--- src/shared/tks_pkg.sv ---
package tks_pkg;

  // special function register addresses
  localparam logic [7:0] ADDR_INT_FLAGS   = 8'h95;
  localparam logic [7:0] ADDR_SCAN_STATUS = 8'hab;
  localparam logic [7:0] ADDR_COUNT_LOW   = 8'hac;
  localparam logic [7:0] ADDR_TOUCH_CTRL  = 8'had;
  localparam logic [7:0] ADDR_SCAN_CTRL   = 8'hae;
  localparam logic [7:0] ADDR_THRESH_CH0  = 8'hc4;
  localparam logic [7:0] ADDR_THRESH_CH1  = 8'hc5;
  localparam logic [7:0] ADDR_THRESH_CH2  = 8'hc6;
  localparam logic [7:0] ADDR_THRESH_CH3  = 8'hc7;
  localparam logic [7:0] ADDR_AUX_CTRL    = 8'hf8;

  // values after reset
  localparam logic [7:0] RST_TOUCH_CTRL   = 8'hcf;
  localparam logic [3:0] RST_SCAN_CTRL    = 4'h3;
  localparam logic [7:0] RST_THRESH       = 8'h40;
  localparam logic [4:0] RST_AUX_CTRL     = 5'h00;
  localparam logic       RST_DONE_FLAG    = 1'b1;

  // field positions
  localparam int TC_PD_BIT      = 7;  // sense_power_down
  localparam int TC_TMR_LSB     = 4;  // conversion_time_field, 3 bits
  localparam int TC_CHS_LSB     = 0;  // channel_select_field, 4 bits
  localparam int SC_AUTO_BIT    = 3;  // auto_scan_enable
  localparam int SC_RATE_BIT    = 2;  // scan_rate_bit
  localparam int SC_NUM_LSB     = 0;  // scan_channel_count, 2 bits
  localparam int AUX_SOC_BIT    = 4;  // conversion_start_bit
  localparam int IF_TOUCH_BIT   = 3;  // touch_interrupt_flag

  // channel counts and codes
  localparam int              SENSE_CHANNELS = 15;
  localparam int              AUTO_CHANNELS  = 4;
  localparam logic [3:0]      CHS_REF_CAP    = 4'hf;

  // counter widths
  localparam int              COUNT_W        = 10;
  localparam logic [9:0]      COUNT_MAX      = 10'h3ff;

  // measurement window: (time field + 1) << WIN_SHIFT system clock cycles
  localparam int              WIN_SHIFT      = 8;

  // auto-scan period in slow clock cycles
  localparam int              SCAN_LONG_SLOW  = 4096;
  localparam int              SCAN_SHORT_SLOW = 2048;

  // sequencer states, gray coded along idle, measure, compare, gap
  typedef enum logic [1:0] {
    ST_IDLE = 2'b00,
    ST_MEAS = 2'b01,
    ST_CMP  = 2'b11,
    ST_GAP  = 2'b10
  } tks_state_t;

endpackage : tks_pkg

--- src/design/tks_meas.sv ---
// one conversion: counts pad oscillator pulses inside a timed window
module tks_meas
  import tks_pkg::*;
(
  input  wire logic               sys_clk_in,
  input  wire logic               rst_n_in,
  input  wire logic               start_in,      // one-cycle start pulse
  input  wire logic               abort_in,      // drop a running window
  input  wire logic [2:0]         time_sel_in,   // window length code
  input  wire logic               osc_pulse_in,  // one pulse per pad oscillation
  output logic                    busy_out,
  output logic                    done_out,      // one cycle at window end
  output logic [COUNT_W-1:0]      count_out,
  output logic                    ovf_out
);

  logic [11:0]        win_q;    // cycles left in the window
  logic               busy_q;
  logic               done_q;
  logic [COUNT_W-1:0] cnt_q;
  logic               ovf_q;
  logic [11:0]        win_len;  // window length minus one

  // longer code, longer window, count scales linearly with it
  assign win_len = {({1'b0, time_sel_in} + 4'd1), 8'h00} - 12'd1; // [RULE_09]

  // window timer and pulse counter
  always_ff @(posedge sys_clk_in) begin
    if (!rst_n_in) begin
      win_q  <= 12'h000;
      busy_q <= 1'b0;
      done_q <= 1'b0;
      cnt_q  <= '0;
      ovf_q  <= 1'b0;
    end else begin
      done_q <= 1'b0;
      if (abort_in) begin
        busy_q <= 1'b0;
      end else if (start_in) begin
        win_q  <= win_len;
        busy_q <= 1'b1;
        cnt_q  <= '0;
        ovf_q  <= 1'b0;
      end else if (busy_q) begin
        // bigger pad capacitance oscillates slower, so fewer pulses
        if (osc_pulse_in) begin
          if (cnt_q == COUNT_MAX) begin
            ovf_q <= 1'b1; // [RULE_08]
          end else begin
            cnt_q <= cnt_q + 10'd1; // [RULE_06]
          end
        end
        if (win_q == 12'h000) begin
          busy_q <= 1'b0;
          done_q <= 1'b1;
        end else begin
          win_q <= win_q - 12'd1;
        end
      end
    end
  end

  assign busy_out  = busy_q;
  assign done_out  = done_q;
  assign count_out = cnt_q;
  assign ovf_out   = ovf_q;

endmodule : tks_meas

--- src/design/tks_ctrl.sv ---
// What this block does
// [RULE_01] fifteen channels, manual or auto, never both
// [RULE_02] pull-up off on the pin being measured
// [RULE_03] software clears auto and power-down first
// [RULE_04] start bit rising edge begins manual conversion
// [RULE_05] done flag low while running; 10-bit count
// [RULE_06] more pad capacitance gives smaller count
// [RULE_07] software waits 10 us between conversions
// [RULE_08] overflow flag when conversion exceeds its period
// [RULE_09] 3-bit time field sets window length
// [RULE_10] 4-bit channel select, code 15 reference cap
// [RULE_11] auto-scan on channels 0-3, all run modes
// [RULE_12] auto enable hands unit to hardware
// [RULE_13] scan rate bit: 4096 or 2048 slow cycles
// [RULE_14] channel-count field picks channels 0..n
// [RULE_15] count below threshold raises interrupt, wakes cpu
// [RULE_16] result field: one touch bit per channel
// [RULE_17] flag cleared on service entry or F7h write
// [RULE_18] software rechecks touches in manual mode
// [RULE_19] software sets pin modes 0 and 3
// [RULE_20] channels in turn, bits updated after compare
module tks_ctrl
  import tks_pkg::*;
#(
  parameter int SCAN_LONG  = SCAN_LONG_SLOW,  // slow ticks per long period
  parameter int SCAN_SHORT = SCAN_SHORT_SLOW  // slow ticks per short period
) (
  input  wire logic                      sys_clk_in,
  input  wire logic                      rst_n_in,
  input  wire logic [7:0]                sfr_addr_in,
  input  wire logic                      sfr_wr_in,
  input  wire logic                      sfr_rd_in,
  input  wire logic [7:0]                sfr_wdata_in,
  output logic      [7:0]                sfr_rdata_out,
  input  wire logic                      slow_tick_in,
  input  wire logic                      irq_ack_in,
  input  wire logic                      sense_osc_pulse_in,
  output logic      [3:0]                sense_sel_out,
  output logic                           ref_cap_sel_out,
  output logic                           sense_run_out,
  output logic      [SENSE_CHANNELS-1:0] pullup_off_out,
  output logic                           touch_irq_out,
  output logic                           wake_out,
  output logic      [3:0]                aux_misc_out
);

  // register file
  logic [7:0]  touch_ctrl_q;         // power-down, time field, channel select
  logic [3:0]  scan_ctrl_q;          // auto enable, rate, channel count
  logic [7:0]  thresh_q [AUTO_CHANNELS]; // per-channel touch thresholds
  logic [4:0]  aux_q;                // start bit plus unrelated aux bits
  logic        soc_prev_q;           // start bit one cycle ago
  logic        done_flag_q;          // conversion_done_flag
  logic        ovf_flag_q;           // count_overflow_flag
  logic [9:0]  count_q;              // held manual result
  logic [3:0]  result_q;             // auto_scan_result
  logic        touch_flag_q;         // touch_interrupt_flag
  logic [7:0]  rdata_q;
  logic        wake_q;

  // sequencer
  // one gap cycle separates channels of one scan
  tks_state_t  state_q;
  tks_state_t  state_d;
  logic        auto_run_q;           // current conversion belongs to auto-scan
  logic [1:0]  chan_q;               // auto-scan channel in turn
  logic [12:0] period_q;             // slow ticks into the scan period
  logic [3:0]  sel_q;                // pin being measured
  logic        run_q;
  logic        ref_q;                // reference capacitor under measurement
  logic [SENSE_CHANNELS-1:0] pull_q;

  // field views
  wire         pd_bit     = touch_ctrl_q[TC_PD_BIT];
  wire  [2:0]  time_field = touch_ctrl_q[TC_TMR_LSB +: 3];
  wire  [3:0]  chs_field  = touch_ctrl_q[TC_CHS_LSB +: 4];
  wire         auto_en    = scan_ctrl_q[SC_AUTO_BIT];
  wire         rate_bit   = scan_ctrl_q[SC_RATE_BIT];
  wire  [1:0]  num_field  = scan_ctrl_q[SC_NUM_LSB +: 2];
  wire         soc_bit    = aux_q[AUX_SOC_BIT];

  // bus write decode
  wire wr_tc   = sfr_wr_in && (sfr_addr_in == ADDR_TOUCH_CTRL);
  wire wr_sc   = sfr_wr_in && (sfr_addr_in == ADDR_SCAN_CTRL);
  wire wr_aux  = sfr_wr_in && (sfr_addr_in == ADDR_AUX_CTRL);
  wire wr_if   = sfr_wr_in && (sfr_addr_in == ADDR_INT_FLAGS);

  // measurement engine hookup
  logic        meas_busy;
  logic        meas_done;
  logic [9:0]  meas_count;
  logic        meas_ovf;

  // period end, counted on the slow clock enable
  // at or past the end: a switch to the short rate mid-count ends
  // that period at the next slow tick instead of wrapping the whole counter
  wire [12:0] period_last = rate_bit ? 13'(SCAN_SHORT - 1) : 13'(SCAN_LONG - 1); // [RULE_13]
  wire        period_hit  = slow_tick_in && (period_q >= period_last);

  // manual start only when auto is off and unit is powered
  wire soc_rise     = soc_bit && !soc_prev_q; // [RULE_04]
  wire manual_go    = soc_rise && !auto_en && !pd_bit; // [RULE_01] [RULE_03]
  wire auto_go      = auto_en && period_hit; // [RULE_12] [RULE_11]

  // auto-scan compare on the finished channel
  // 8-bit threshold: counts of 256 and up never flag a touch
  wire [7:0] cur_thresh = thresh_q[chan_q];
  wire       is_touch   = meas_count < {2'b00, cur_thresh}; // [RULE_15]
  wire       last_chan  = (chan_q == num_field); // [RULE_14]

  // leaving auto mode mid-scan drops the running window
  wire auto_abort = auto_run_q && !auto_en && (state_q != ST_IDLE);

  // start pulse towards the engine
  wire meas_start = (state_q == ST_IDLE && (auto_go || manual_go)) ||
                    (state_q == ST_GAP && !auto_abort);

  // selected pin for the next conversion
  // auto-scan only ever reaches channels 0 to 3
  wire [3:0] next_sel = (state_q == ST_GAP) ? {2'b00, chan_q + 2'd1} :
                        auto_go             ? 4'h0 :
                                              chs_field; // [RULE_10]

  // one-hot pull-up disable, reference code drives none
  function automatic logic [SENSE_CHANNELS-1:0] pin_onehot(input logic [3:0] sel);
    logic [SENSE_CHANNELS-1:0] v;
    v = '0;
    if (sel != CHS_REF_CAP) begin
      v[sel] = 1'b1;
    end
    return v;
  endfunction : pin_onehot

  // next state
  always_comb begin
    state_d = state_q;
    unique case (state_q)
      ST_IDLE: begin
        if (auto_go || manual_go) begin
          state_d = ST_MEAS;
        end
      end
      ST_MEAS: begin
        if (auto_abort) begin
          state_d = ST_IDLE;
        end else if (meas_done) begin
          // manual conversions skip the compare
          state_d = auto_run_q ? ST_CMP : ST_IDLE;
        end
      end
      ST_CMP: begin
        // channels follow one another inside one period
        state_d = (last_chan || auto_abort) ? ST_IDLE : ST_GAP; // [RULE_20]
      end
      ST_GAP: begin
        state_d = auto_abort ? ST_IDLE : ST_MEAS;
      end
    endcase
  end

  // sequencer registers
  always_ff @(posedge sys_clk_in) begin
    if (!rst_n_in) begin
      state_q    <= ST_IDLE;
      auto_run_q <= 1'b0;
      chan_q     <= 2'd0;
      sel_q      <= 4'h0;
      run_q      <= 1'b0;
      ref_q      <= 1'b0;
      pull_q     <= '0;
    end else begin
      state_q <= state_d;
      if (meas_start) begin
        sel_q  <= next_sel;
        run_q  <= 1'b1;
        pull_q <= pin_onehot(next_sel); // [RULE_02]
        // registered so the pad switch sees no decode glitch
        ref_q  <= (next_sel == CHS_REF_CAP); // [RULE_10]
      end else if (meas_done || auto_abort) begin
        run_q  <= 1'b0;
        ref_q  <= 1'b0;
        pull_q <= '0; // pull-ups back once the pin is released
      end
      if (state_q == ST_IDLE && auto_go) begin
        auto_run_q <= 1'b1;
        chan_q     <= 2'd0;
      end else if (state_q == ST_IDLE && manual_go) begin
        auto_run_q <= 1'b0;
      end else if (state_q == ST_GAP) begin
        chan_q <= chan_q + 2'd1;
      end
    end
  end

  // scan period counter, runs only while auto-scan owns the unit
  // leaving auto mode restarts the period from zero
  always_ff @(posedge sys_clk_in) begin
    if (!rst_n_in) begin
      period_q <= 13'h0000;
    end else if (!auto_en) begin
      period_q <= 13'h0000;
    end else if (period_hit) begin
      period_q <= 13'h0000;
    end else if (slow_tick_in) begin
      period_q <= period_q + 13'd1;
    end
  end

  // control registers written by software
  // scan control keeps only its low nibble
  always_ff @(posedge sys_clk_in) begin
    if (!rst_n_in) begin
      touch_ctrl_q <= RST_TOUCH_CTRL;
      scan_ctrl_q  <= RST_SCAN_CTRL;
      for (int i = 0; i < AUTO_CHANNELS; i++) begin
        thresh_q[i] <= RST_THRESH;
      end
    end else begin
      if (wr_tc) begin
        touch_ctrl_q <= sfr_wdata_in;
      end
      if (wr_sc) begin
        scan_ctrl_q <= sfr_wdata_in[3:0];
      end
      for (int i = 0; i < AUTO_CHANNELS; i++) begin
        if (sfr_wr_in && sfr_addr_in == ADDR_THRESH_CH0 + 8'(i)) begin
          thresh_q[i] <= sfr_wdata_in;
        end
      end
    end
  end

  // start bit: software sets, hardware clears at end of a manual conversion
  // a bit left high needs a write of 0 before the next start
  always_ff @(posedge sys_clk_in) begin
    if (!rst_n_in) begin
      aux_q      <= RST_AUX_CTRL;
      soc_prev_q <= 1'b0;
    end else begin
      soc_prev_q <= soc_bit;
      if (wr_aux) begin
        // a software write in the same cycle as end of conversion wins
        aux_q <= sfr_wdata_in[4:0];
      end else if (meas_done && !auto_run_q) begin
        aux_q[AUX_SOC_BIT] <= 1'b0; // [RULE_04]
      end
    end
  end

  // manual result, done and overflow flags
  // auto conversions leave the manual result alone
  always_ff @(posedge sys_clk_in) begin
    if (!rst_n_in) begin
      done_flag_q <= RST_DONE_FLAG;
      ovf_flag_q  <= 1'b0;
      count_q     <= 10'h000;
    end else if (state_q == ST_IDLE && manual_go) begin
      done_flag_q <= 1'b0; // [RULE_05]
      ovf_flag_q  <= 1'b0;
    end else if (meas_done && !auto_run_q) begin
      done_flag_q <= 1'b1; // [RULE_05]
      ovf_flag_q  <= meas_ovf; // [RULE_08]
      count_q     <= meas_count; // [RULE_05]
    end
  end

  // auto-scan touch bits and interrupt flag
  always_ff @(posedge sys_clk_in) begin
    if (!rst_n_in) begin
      result_q     <= 4'h0;
      touch_flag_q <= 1'b0;
      wake_q       <= 1'b0;
    end else begin
      wake_q <= 1'b0;
      if (state_q == ST_CMP) begin
        result_q[chan_q] <= is_touch; // [RULE_16] [RULE_20]
      end
      if (state_q == ST_CMP && is_touch) begin
        // a new touch beats a clear in the same cycle
        touch_flag_q <= 1'b1; // [RULE_15] [RULE_17]
        wake_q       <= 1'b1; // [RULE_15]
      end else if (irq_ack_in) begin
        touch_flag_q <= 1'b0; // [RULE_17]
      end else if (wr_if && !sfr_wdata_in[IF_TOUCH_BIT]) begin
        touch_flag_q <= 1'b0; // [RULE_17]
      end
    end
  end

  // read mux, unmapped addresses and reserved bits read zero
  // count bytes are not latched together; read them after done
  logic [7:0] rd_mux;
  always_comb begin
    rd_mux = 8'h00;
    unique case (sfr_addr_in)
      ADDR_INT_FLAGS:   rd_mux = {4'h0, touch_flag_q, 3'b000};
      ADDR_SCAN_STATUS: rd_mux = {done_flag_q, ovf_flag_q, count_q[9:8], result_q};
      ADDR_COUNT_LOW:   rd_mux = count_q[7:0];
      ADDR_TOUCH_CTRL:  rd_mux = touch_ctrl_q;
      ADDR_SCAN_CTRL:   rd_mux = {4'h0, scan_ctrl_q};
      ADDR_THRESH_CH0:  rd_mux = thresh_q[0];
      ADDR_THRESH_CH1:  rd_mux = thresh_q[1];
      ADDR_THRESH_CH2:  rd_mux = thresh_q[2];
      ADDR_THRESH_CH3:  rd_mux = thresh_q[3];
      ADDR_AUX_CTRL:    rd_mux = {3'b000, aux_q};
      default:          rd_mux = 8'h00;
    endcase
  end

  // read data registered, answer one cycle after the strobe
  always_ff @(posedge sys_clk_in) begin
    if (!rst_n_in) begin
      rdata_q <= 8'h00;
    end else if (sfr_rd_in) begin
      rdata_q <= rd_mux;
    end
  end

  // conversion engine
  tks_meas u_meas (
    .sys_clk_in   (sys_clk_in),
    .rst_n_in     (rst_n_in),
    .start_in     (meas_start),
    .abort_in     (auto_abort),
    .time_sel_in  (time_field), // [RULE_09]
    .osc_pulse_in (sense_osc_pulse_in),
    .busy_out     (meas_busy),
    .done_out     (meas_done),
    .count_out    (meas_count),
    .ovf_out      (meas_ovf)
  );

  // outputs straight from flops
  assign sfr_rdata_out   = rdata_q;
  assign sense_sel_out   = sel_q;
  assign ref_cap_sel_out = ref_q;
  assign sense_run_out   = run_q;
  assign pullup_off_out  = pull_q;
  assign touch_irq_out   = touch_flag_q;
  assign wake_out        = wake_q;
  assign aux_misc_out    = aux_q[3:0];

  // engine busy is mirrored by run_q; kept for visibility only
  logic unused_busy;
  assign unused_busy = meas_busy;

endmodule : tks_ctrl

--- config.mk ---
export PLATFORM = sky130hd
export DESIGN_NAME = tks_ctrl
export DESIGN_NICKNAME = d
export VERILOG_FILES = /design/src/shared/tks_pkg.sv /design/src/design/tks_meas.sv /design/src/design/tks_ctrl.sv
export SDC_FILE = /design/constraint.sdc
export NUM_CORES = 1
export LEC_CHECK = 0
export BUFFER_PORTS_ARGS = -buffer_cell sky130_fd_sc_hd__buf_2
export CORE_AREA = 4 4 146 148
export CTS_CLUSTER_SIZE = 28
export DETAILED_ROUTE_END_ITERATION = 6
export DIE_AREA = 0 0 150 152
export GPL_ROUTABILITY_DRIVEN = 0
export PLACE_DENSITY = 0.5
export SLEW_MARGIN = 20
export SYNTH_ARGS = -nofsm -noshare
export SYNTH_HDL_FRONTEND = slang
export SYNTH_SLANG_ARGS = --single-unit
--- constraint.sdc ---
create_clock -name sys_clk_in -period 3.5 [get_ports sys_clk_in]
set_input_delay 0.175 -clock sys_clk_in [delete_from_list [all_inputs] [get_ports sys_clk_in]]
set_output_delay 0.175 -clock sys_clk_in [all_outputs]
set_load 0.005 [all_outputs]
### After elaboration in Yosys (flattened, before gate mapping)

Memories as Yosys holds them, arrays and structs flattened. A register that Yosys moved wholly into a read port is not among the register bits.
Cells that the tools add are included.

* flip-flop bits (word level): 108
* bits in writable memories: 32
* output and inout bits: 35
* word-level logic and storage cells: 190
* memories: 1

* add/sub/neg operators: 6
* order comparisons: 6
* equality and inequality tests: 21
* mux-type cells: 66
* bitwise operators: 9
* reductions and logical operators: 56

Memories
* thresh_q: words 4, width 8, read ports 5, clocked after memory_dff 1, write ports 4, line tks_ctrl.sv:50 `logic [7:0] thresh_q [AUTO_CHANNELS];`

Operators with widths (number)
* 8-bit equality test (second input constant): 10
* 8-bit one-hot mux with 10 select lines: 1
* 12-bit 2-to-1 mux: 4
* 15-bit 2-to-1 mux: 3
* 10-bit 2-to-1 mux: 4
* 1-bit 2-to-1 mux: 37
* 8-bit 2-to-1 mux: 4
* 1-bit logical AND: 24
* 12-bit by 1-bit subtractor with 12-bit output (second input constant): 2
* 2-bit nonzero test: 8
* 2-bit 2-to-1 mux: 7
* 13-bit by 1-bit adder with 13-bit output (second input constant): 1
* 13-bit by 12-bit greater-or-equal comparator with 1-bit output: 1
* 12-bit logical NOT: 1
* 10-bit by 1-bit adder with 10-bit output (second input constant): 1
* 10-bit equality test (second input constant): 1
* 10-bit by 8-bit less-than comparator with 1-bit output: 1
* 4-bit 2-to-1 mux: 2
* 2-bit one-hot mux with 4 select lines: 1
* 4-bit AND reduction: 2
* 1-bit logical NOT: 6
* 2-bit != test (second input constant): 3
* 2-bit AND reduction: 3
* 2-bit OR reduction: 3
* other kinds (23): 34

### Logic depth before layout (Yosys ltp)

Gate-level depths: netlist of run 1.

* depth in word-level cells: 12
* depth in mapped cells: 9

### Cells and area by module

A second synthesis of run 1 with hierarchy kept.

* cells, all modules: 725
* area, all modules: 7079.3 um2

Modules (own cells, without submodules)
* tks_ctrl: times used 1, cells an instance 564, area each 5729.2 um2
* tks_meas: times used 1, cells an instance 161, area each 1350.0 um2

### Worst setup path before layout of run 1

Ideal clock, no wire load.

* kind: register to register
* from: reg (tool-made name)
* to: reg result_q[0]
* arrival time: 2226 ps
* setup slack: 1199 ps
* cell stages (with the launch flop): 10
* buffers on the path: 1
* clock period less this slack: 2301 ps
* cell sequence: dfxtp_1 buf_2 mux4_2 inv_1 ha_1 a21o_1 a21o_1 a211oi_1 o21ai_0 o21ai_0

RTL lines
* to (signal, indexed assignment): line tks_ctrl.sv:276 `result_q[chan_q] <= is_touch;`
* to (decl): line tks_ctrl.sv:56 `logic [3:0] result_q;`

==> qor.csv, run 1 <==
stage,metric,value,unit
routing,met2_wirelength,9440,um
setup_path,cp_slowest_cell,mux4_2,
finish,nets,800,
synthesis,synth_fp_nets,751,
setup_path,start_kind,flop,
timing,fin_crit_sh,0.720,
cts,ctsHoldBuffers,0,
pwr,seqPwrFrac,0.459,
pwr,internal_power,2.87,mW
routing,vias,5683,
setup_path,critical-path-max-stage-delay,0.54,ns
pwr,swShare,0.230,
synthesis,synth.most_common_cell,dfxtp_1,
synthesis,synth.distinct_cells,72,
synthesis,yosysWarnings,0,
synthesis,synth_top_cell_by_area,dfxtp_1,
finish,syn2layout_area_growth,16.4,%
floorplan,rows,52,
floorplan,dieArea,22800,um2
finish,num_antenna_cells,0,
synthesis,synth.top_cell.area_share,0.318,
floorplan,io_pins,58,
timing,setup_viol,0,
grt,antenna_found_initial,0,
setup_path,worst_setup_path_end_kind,flop,
grt,track_usage,0.174,
timing,drv_slew,0,
hold_path,holdPathEnd,u_meas.ovf_out,
timing,finClkSkew,0.0132,ns
setup_path,reg2regPathDepth,8,
routing,first_iter_violations,482,
status,status,"complete, no violations",
cts,cts_root_buffer,clkbuf_16,
timing,rsz0062_at_grt,false,
grt,grt-ovfl-total,0,
setup_path,crit_path_cell_trace,mux4_2 > inv_1 > ha_1 > a21o_1 > a21o_1 > a211oi_1 > o21ai_0 > o21ai_0,
finish,drive_gt1_frac,0.167,
timing,relSlewSlack,0.313,
synthesis,seq_area_frac_synth,0.457,
synthesis,synth_area,6920,um2
cts,cts_num_sinks,142,
pwr,power_density,462,nW/um2
floorplan,die_h,152,um
setup_path,crit_fanout,5,
floorplan,start_util,0.345,
setup_path,rr_endpoint,result_q[0],
routing,wl_met3,977,um
cts,numCtsBuffers,17,
synthesis,syn_inst,711,
cts,h-tree-depth,4,
timing,finalSetupTns,0,ns
cts,clk_latency,0.43,ns
routing,highest_layer,met4,
synthesis,synth-seq-cells,142,
grt,grt_max_degree,38,
routing,wl,19700,um
setup_path,reg2reg_setup_slack,0.98,ns
cts,path_clk_slew,0.06,ns
finish,final_area,8060,um2
setup_path,crit_type,reg -> reg,
pwr,max-vdd-ir-drop,0.332,mV
floorplan,fp.coreArea,20000,um2
hold_path,hold_class,in -> reg,
synthesis,ys_async_sr_fraction,0,
placed_design,placed_area,7450,um2
routing,antenna_left,0,
routing,drc,0,
grt,grt_pass1_vias,5555,
routing,dr.pass1.iters,6,
synthesis,avgSynthCellArea,9.74,um2
pwr,pwr-share-comb,0.035,
pwr,p_leak,2.95,nW
cts,cts_tree,yes,
cts,cts.path.max_buffers,2,
floorplan,chipWidth,150,um
setup_path,required,3.85,ns
placed_design,dp_hpwl,14400,um
placed_design,numPortBuffers,57,
cts,post_cts_buffers,0,
synthesis,synth-edff-count,32,
hold_path,hold_depth,3,
routing,via_per_inst,5.45,
timing,tightest_slew,1.03,ns
timing,hold_violations,0,
pwr,clkPwrFrac,0.506,
flow_run,max_cap_violations,0,
pwr,p_switching,0.854,mW
synthesis,yosys-top-cells-count,"dfxtp_1, nand2_1, nor2_1",
synthesis,synth_area_leaders,"dfxtp_1, edfxtp_1, nand2_1",
timing,min_period,2.52,ns
timing,max_freq,397,MHz
cts,cts_resized,0,
hold_path,hp-start,sense_osc_pulse_in,
routing,wl_per_cell,18.9,um
setup_path,critPathArrivalTime,2.87,ns
grt,grt_pass1_wl,30900,um
routing,drt-met1-wl,8990,um
synthesis,synth_flop_cell,dfxtp_1,
==> worst max path at each step <==
stage          depth (start not counted)  from          end
6_report                               8  flop  result_q[0]
5_1_grt                                8  flop  result_q[0]
4_1_cts                                8  flop  result_q[0]
3_5_place_dp                           8  flop  result_q[1]
3_3_place_gp                           8  flop  result_q[1]
2_1_floorplan                          9  flop  result_q[0]
==> cells by family (layout without fill, tap and decap cells) <==
family / Yosys count / after routing / synth area share
AND/OR/NAND/NOR: 280 / 280 / 0.208
AO/OA/AOI/OAI: 142 / 142 / 0.148
flip-flops: 142 / 142 / 0.457
buffers and inverters: 59 / 121 / 0.0378
multiplexers: 37 / 37 / 0.0757
XOR/XNOR: 34 / 34 / 0.0430
adder cells (fa/ha/maj): 17 / 17 / 0.0307
==> registers in the layout, summed over array words and instances, names as in the netlist, 4 cells and up, named ones only <==
signal            count
thresh_q             32
pullup_off_out       15
count_q              10
sfr_rdata_out         8
result_q              4
u_meas.count_out     10
touch_ctrl_q          8
scan_ctrl_q           4
period_q             13
u_meas.win_q         12
aux_q                 5
sense_sel_out         4
==> layout by cell type (no fill, tap or decap), drive strengths merged, types with 5 or more instances in the layout <==
master / count
nor4b: 5
a222oi: 5
o2bb2ai: 15
or3: 7
a32oi: 9
xor2: 15
nand2: 76
and2: 33
mux2i: 22
and3: 6
nand4: 12
edfxtp: 32
a22oi: 9
nor2b: 10
nor2: 60
clkbuf: 17
clkinv: 5
buf: 68
nor3: 13
inv: 25
nor4: 7
mux4: 12
nand3: 28
ha: 17
xnor2: 19
o21ai: 28
a31oi: 6
dfxtp: 110
a21oi: 35
==> power groups by stage <==
stage | sequential [mW] | combinational (mW) | clock (mW)
after CTS | 1.71 | 0.130 | 1.91
after floorplan | 1.74 | 0.0731 | 0
after detailed placement | 1.74 | 0.130 | 0
after global routing | 1.71 | 0.140 | 1.98
final | 1.71 | 0.130 | 1.88
after global placement | 1.74 | 0.128 | 0
==> critical path, delay by kind of cell (launching register included) <==
family / cells / cell delay, ns
compound gates: 5 / 1.11
fa+ha+maj: 1 / 0.24
buf+inv: 1 / 0.07
flops: 1 / 0.47
mux: 1 / 0.54
==> metal layers <==
metal / GRT usage / vias up
li1: - / 2689
met1: 0.237 / 2785
met2: 0.280 / 180
met3: 0.0298 / 29
met4: 0.0580 / 0
met5: 0 / -
==> cell type report <==
type / count / area (um2)
sequential: 142 / 3160
timing repair buffer: 68 / 368
clock buffer: 17 / 425
inverter: 21 / 78.8
tap: 270 / 338
multi-input combinational: 510 / 3500
clock inverter: 15 / 184
fill: 2037 / 12000
==> stage by stage <==
step | hold slack, ns | std cells | utilization | total power, mW | setup WS (ns)
floorplan | 0.276 | 711 | - | 1.81 | 1.20
global placement | 0.436 | 1011 | 0.372 | 1.87 | 1.06
detailed placement | 0.439 | 1011 | 0.372 | 1.87 | 0.959
CTS | 0.00752 | 1043 | 0.402 | 3.75 | 0.947
global route | 0.0302 | 1043 | 0.402 | 3.83 | 0.692
finish | 0.0233 | 1043 | 0.402 | 3.72 | 0.980
Power figures use the tool's default switching activity.
==> run 2: changes to the inputs <==
--- a/config.mk
+++ b/config.mk
@@ -5,13 +5,14 @@
 export SDC_FILE = /design/constraint.sdc
 export NUM_CORES = 1
 export LEC_CHECK = 0
+export ABC_AREA = 1
 export BUFFER_PORTS_ARGS = -buffer_cell sky130_fd_sc_hd__buf_2
-export CORE_AREA = 4 4 146 148
+export CORE_AREA = 4 4 151 153
 export CTS_CLUSTER_SIZE = 28
 export DETAILED_ROUTE_END_ITERATION = 6
-export DIE_AREA = 0 0 150 152
+export DIE_AREA = 0 0 155 157
 export GPL_ROUTABILITY_DRIVEN = 0
-export PLACE_DENSITY = 0.5
+export PLACE_DENSITY = 0.52
 export SLEW_MARGIN = 20
 export SYNTH_ARGS = -nofsm -noshare
 export SYNTH_HDL_FRONTEND = slang
==> constraint.sdc (replaced) <==
create_clock -name sys_clk_in -period 2.1 [get_ports sys_clk_in]
set_input_delay 0.105 -clock sys_clk_in [delete_from_list [all_inputs] [get_ports sys_clk_in]]
set_output_delay 0.105 -clock sys_clk_in [all_outputs]
set_load 0.005 [all_outputs]
==> run 2 against run 1 <==
  * Cell area increased by 10%
  * Non-clock buffer count is 29 higher
  * Worst hold slack got worse by 0.0046 ns
  * Combinational power up 85%
  * Global-route usage shrank 0.12 points
  * Final cell count increased by 33%
  * Critical endpoint is now u_meas.count_out[7]
  * Worst setup slack worse by 0.87 ns
  * Power is 61% higher
  * Count of clock-buffer cells in the layout is 6 higher
  * Synthesized cell count is 42% higher
  * Clock power up 54%
==> qor.csv, run 2 <==
stage,metric,value,unit
status,status,"complete, no violations",
floorplan,chipWidth,155,um
flow_run,max_cap_violations,0,
routing,dr.pass1.iters,6,
synthesis,synth.most_common_cell,nand2_1,
pwr,seqPwrFrac,0.476,
synthesis,synth.distinct_cells,49,
timing,relSlewSlack,0.667,
cts,numCtsBuffers,17,
placed_design,placed_area,8130,um2
timing,fin_crit_sh,0.946,
floorplan,start_util,0.345,
synthesis,syn_inst,1008,
timing,hold_violations,0,
hold_path,hp-start,sfr_rd_in,
timing,rsz0062_at_grt,true,
finish,final_common_cell,nand2_1,
grt,grt_pass1_vias,6355,
routing,vias,6639,
hold_path,hold_depth,3,
hold_path,hold_class,in -> reg,
timing,finalSetupTns,0,ns
routing,drc,0,
synthesis,synth_flop_cell,dfxtp_1,
pwr,power_density,674,nW/um2
floorplan,io_pins,58,
synthesis,seq_area_frac_synth,0.426,
synthesis,synth_fp_nets,1048,
routing,first_iter_violations,496,
finish,syn2layout_area_growth,19.4,%
cts,h-tree-depth,4,
finish,final_util,0.411,
synthesis,synth_area_leaders,"dfxtp_1, edfxtp_1, nand2_1",
floorplan,rows,54,
cts,cts_root_buffer,clkbuf_16,
cts,cts_tree,yes,
routing,wl_per_cell,15.0,um
synthesis,synth-edff-count,32,
setup_path,crit_fanout,5,
timing,setup_viol,0,
finish,drive_gt1_frac,0.158,
routing,antenna_left,0,
synthesis,ys_async_sr_fraction,0,
cts,cts_num_sinks,142,
setup_path,reg2reg_setup_slack,0.11,ns
finish,num_antenna_cells,0,
synthesis,avgSynthCellArea,7.37,um2
synthesis,yosysWarnings,0,
pwr,pwr-share-comb,0.040,
finish,final_cell_mix,"nand2_1, nor2_1, inv_1",
setup_path,required,2.41,ns
cts,clk_latency,0.42,ns
hold_path,holdPathEnd,sfr_rdata_out[1],
finish,fill_cells,2250,
placed_design,numPortBuffers,57,
grt,antenna_found_initial,0,
finish,final_area,8870,um2
pwr,swShare,0.221,
setup_path,crit_type,reg -> reg,
synthesis,synth-seq-cells,142,
routing,wl,20800,um
setup_path,critPathArrivalTime,2.30,ns
pwr,p_switching,1.32,mW
timing,tightest_slew,0.499,ns
pwr,internal_power,4.66,mW
finish,largest_reg_flops,32,
grt,track_usage,0.173,
synthesis,synth_top_cell_by_area,dfxtp_1,
floorplan,die_h,157,um
placed_design,dp_hpwl,15700,um
grt,grt-ovfl-total,0,
timing,min_period,1.99,ns
setup_path,start_kind,flop,
cts,cts.path.max_buffers,2,
grt,grt_pass1_wl,33500,um
synthesis,yosys-top-cells-count,"nand2_1, nor2_1, inv_1",
setup_path,r2r_start,scan_ctrl_q[2],
floorplan,dieArea,24300,um2
synthesis,synth_area,7430,um2
floorplan,fp.coreArea,21600,um2
grt,grt_max_degree,55,
setup_path,reg2regPathDepth,11,
pwr,p_leak,3.85,nW
setup_path,worst_setup_path_end_kind,flop,
pwr,power,5.98,mW
pwr,max-vdd-ir-drop,0.426,mV
timing,finClkSkew,0.00955,ns
finish,top_register,thresh_q,
pwr,clkPwrFrac,0.484,
timing,drv_slew,0,
cts,post_cts_buffers,0,
synthesis,synth.top_cell.area_share,0.297,
setup_path,rr_endpoint,u_meas.count_out[7],
cts,path_clk_slew,0.06,ns
finish,nets,1132,
timing,max_freq,503,MHz
routing,via_per_inst,4.80,
==> run 2: cell count changes after synthesis, moves of 9 or more <==
cell	previous run	this run
a21oi_1	35	91
a22oi_1	9	0
a32oi_1	9	0
and2_1	31	0
inv_1	20	128
mux2i_1	22	0
mux4_2	12	0
nand2_1	76	194
nor2_1	59	164
nor2b_1	10	0
o21ai_0	24	60
o22ai_1	0	10
o2bb2ai_1	15	0
xnor2_1	19	7
==> run 2: kinds of logic (layout without fill, tap and decap cells) <==
logic type | after synthesis | after routing | synth area share
AO/OA/AOI/OAI | 190 | 190 | 0.138
XOR/XNOR | 19 | 19 | 0.0224
adder cells (fa/ha/maj) | 17 | 17 | 0.0286
buffers and inverters | 170 | 263 | 0.0954
flip-flops | 142 | 142 | 0.426
AND/OR/NAND/NOR | 470 | 471 | 0.289
==> run 2: worst max-delay path, stage by stage (launching register included) <==
cell and delay (ns):
dfxtp_1 0.32, ha_1 0.29, nand2_1 0.05, nor2_1 0.11, nand3_2 0.11, nand3_4 0.12
nand4_4 0.13, buf_6 0.17, nand4_1 0.19, nand3_2 0.18, nor2_1 0.14, nor2_1 0.05
==> run 2: cell type report <==
| cell class | instances | area (um2) | area share |
|---|---|---|---|
| sequential | 142 | 3170 | 0.357 |
| multi-input combinational | 697 | 3620 | 0.408 |
| inverter | 137 | 517 | 0.0583 |
| timing repair buffer | 97 | 661 | 0.0745 |
| tap | 280 | 350 | 0.0395 |
| clock inverter | 6 | 58.8 | 0.00663 |
| clock buffer | 23 | 494 | 0.0557 |
==> run 2: worst max path at each step <==
stage               slack (ns)                  end  depth (start not counted)                 from
finish                    0.11  u_meas.count_out[7]                         11       scan_ctrl_q[2]
global route             -0.02  u_meas.count_out[3]                         12  u_meas.count_out[0]
CTS                       0.03          result_q[3]                         10                 flop
detailed placement       -0.02          result_q[3]                         10                 flop
global placement          0.03          result_q[2]                         10                 flop
floorplan                 0.08          result_q[0]                         10                 flop
==> run 2: metal layers <==
metal / share of wire / routed length (um) / vias up / GRT usage
li1: - / - / 3454 / -
met1: 0.49 / 10200 / 3000 / 0.240
met2: 0.44 / 9240 / 157 / 0.273
met3: 0.045 / 942 / 28 / 0.0322
met4: 0.020 / 414 / 0 / 0.0568
met5: 0 / 0 / - / 0
==> run 2: what timing repair did <==
| action | 4_1_cts | 5_1_grt |
|---|---|---|
| setup endpoints to repair | 4 | 23 |
| cloned | 0 | 2 |
| pin swaps | 0 | 9 |
| hold buffers | 7 | 0 |
| hold endpoints to repair | 8 | 0 |
| gates resized for setup | 1 | 22 |
==> run 2: metrics by stage <==
step | instances | setup WS (ns) | hold slack (ns)
2_1_floorplan | 1008 | 0.0812 | 0.206
3_3_place_gp | 1344 | 0.0345 | 0.305
3_5_place_dp | 1344 | -0.0234 | 0.303
4_1_cts | 1380 | 0.0252 | 0.0106
5_1_grt | 1382 | -0.0150 | 0.00990
6_report | 1382 | 0.114 | 0.0187
==> run 2: power by group through the flow <==
stage / combinational, mW / clock [mW] / sequential (mW)
after detailed placement: 0.228 / 0 / 2.91
final: 0.240 / 2.89 / 2.85
after floorplan: 0.133 / 0 / 2.90
after global routing: 0.268 / 3.06 / 2.85
after CTS: 0.239 / 2.96 / 2.85
after global placement: 0.228 / 0 / 2.91
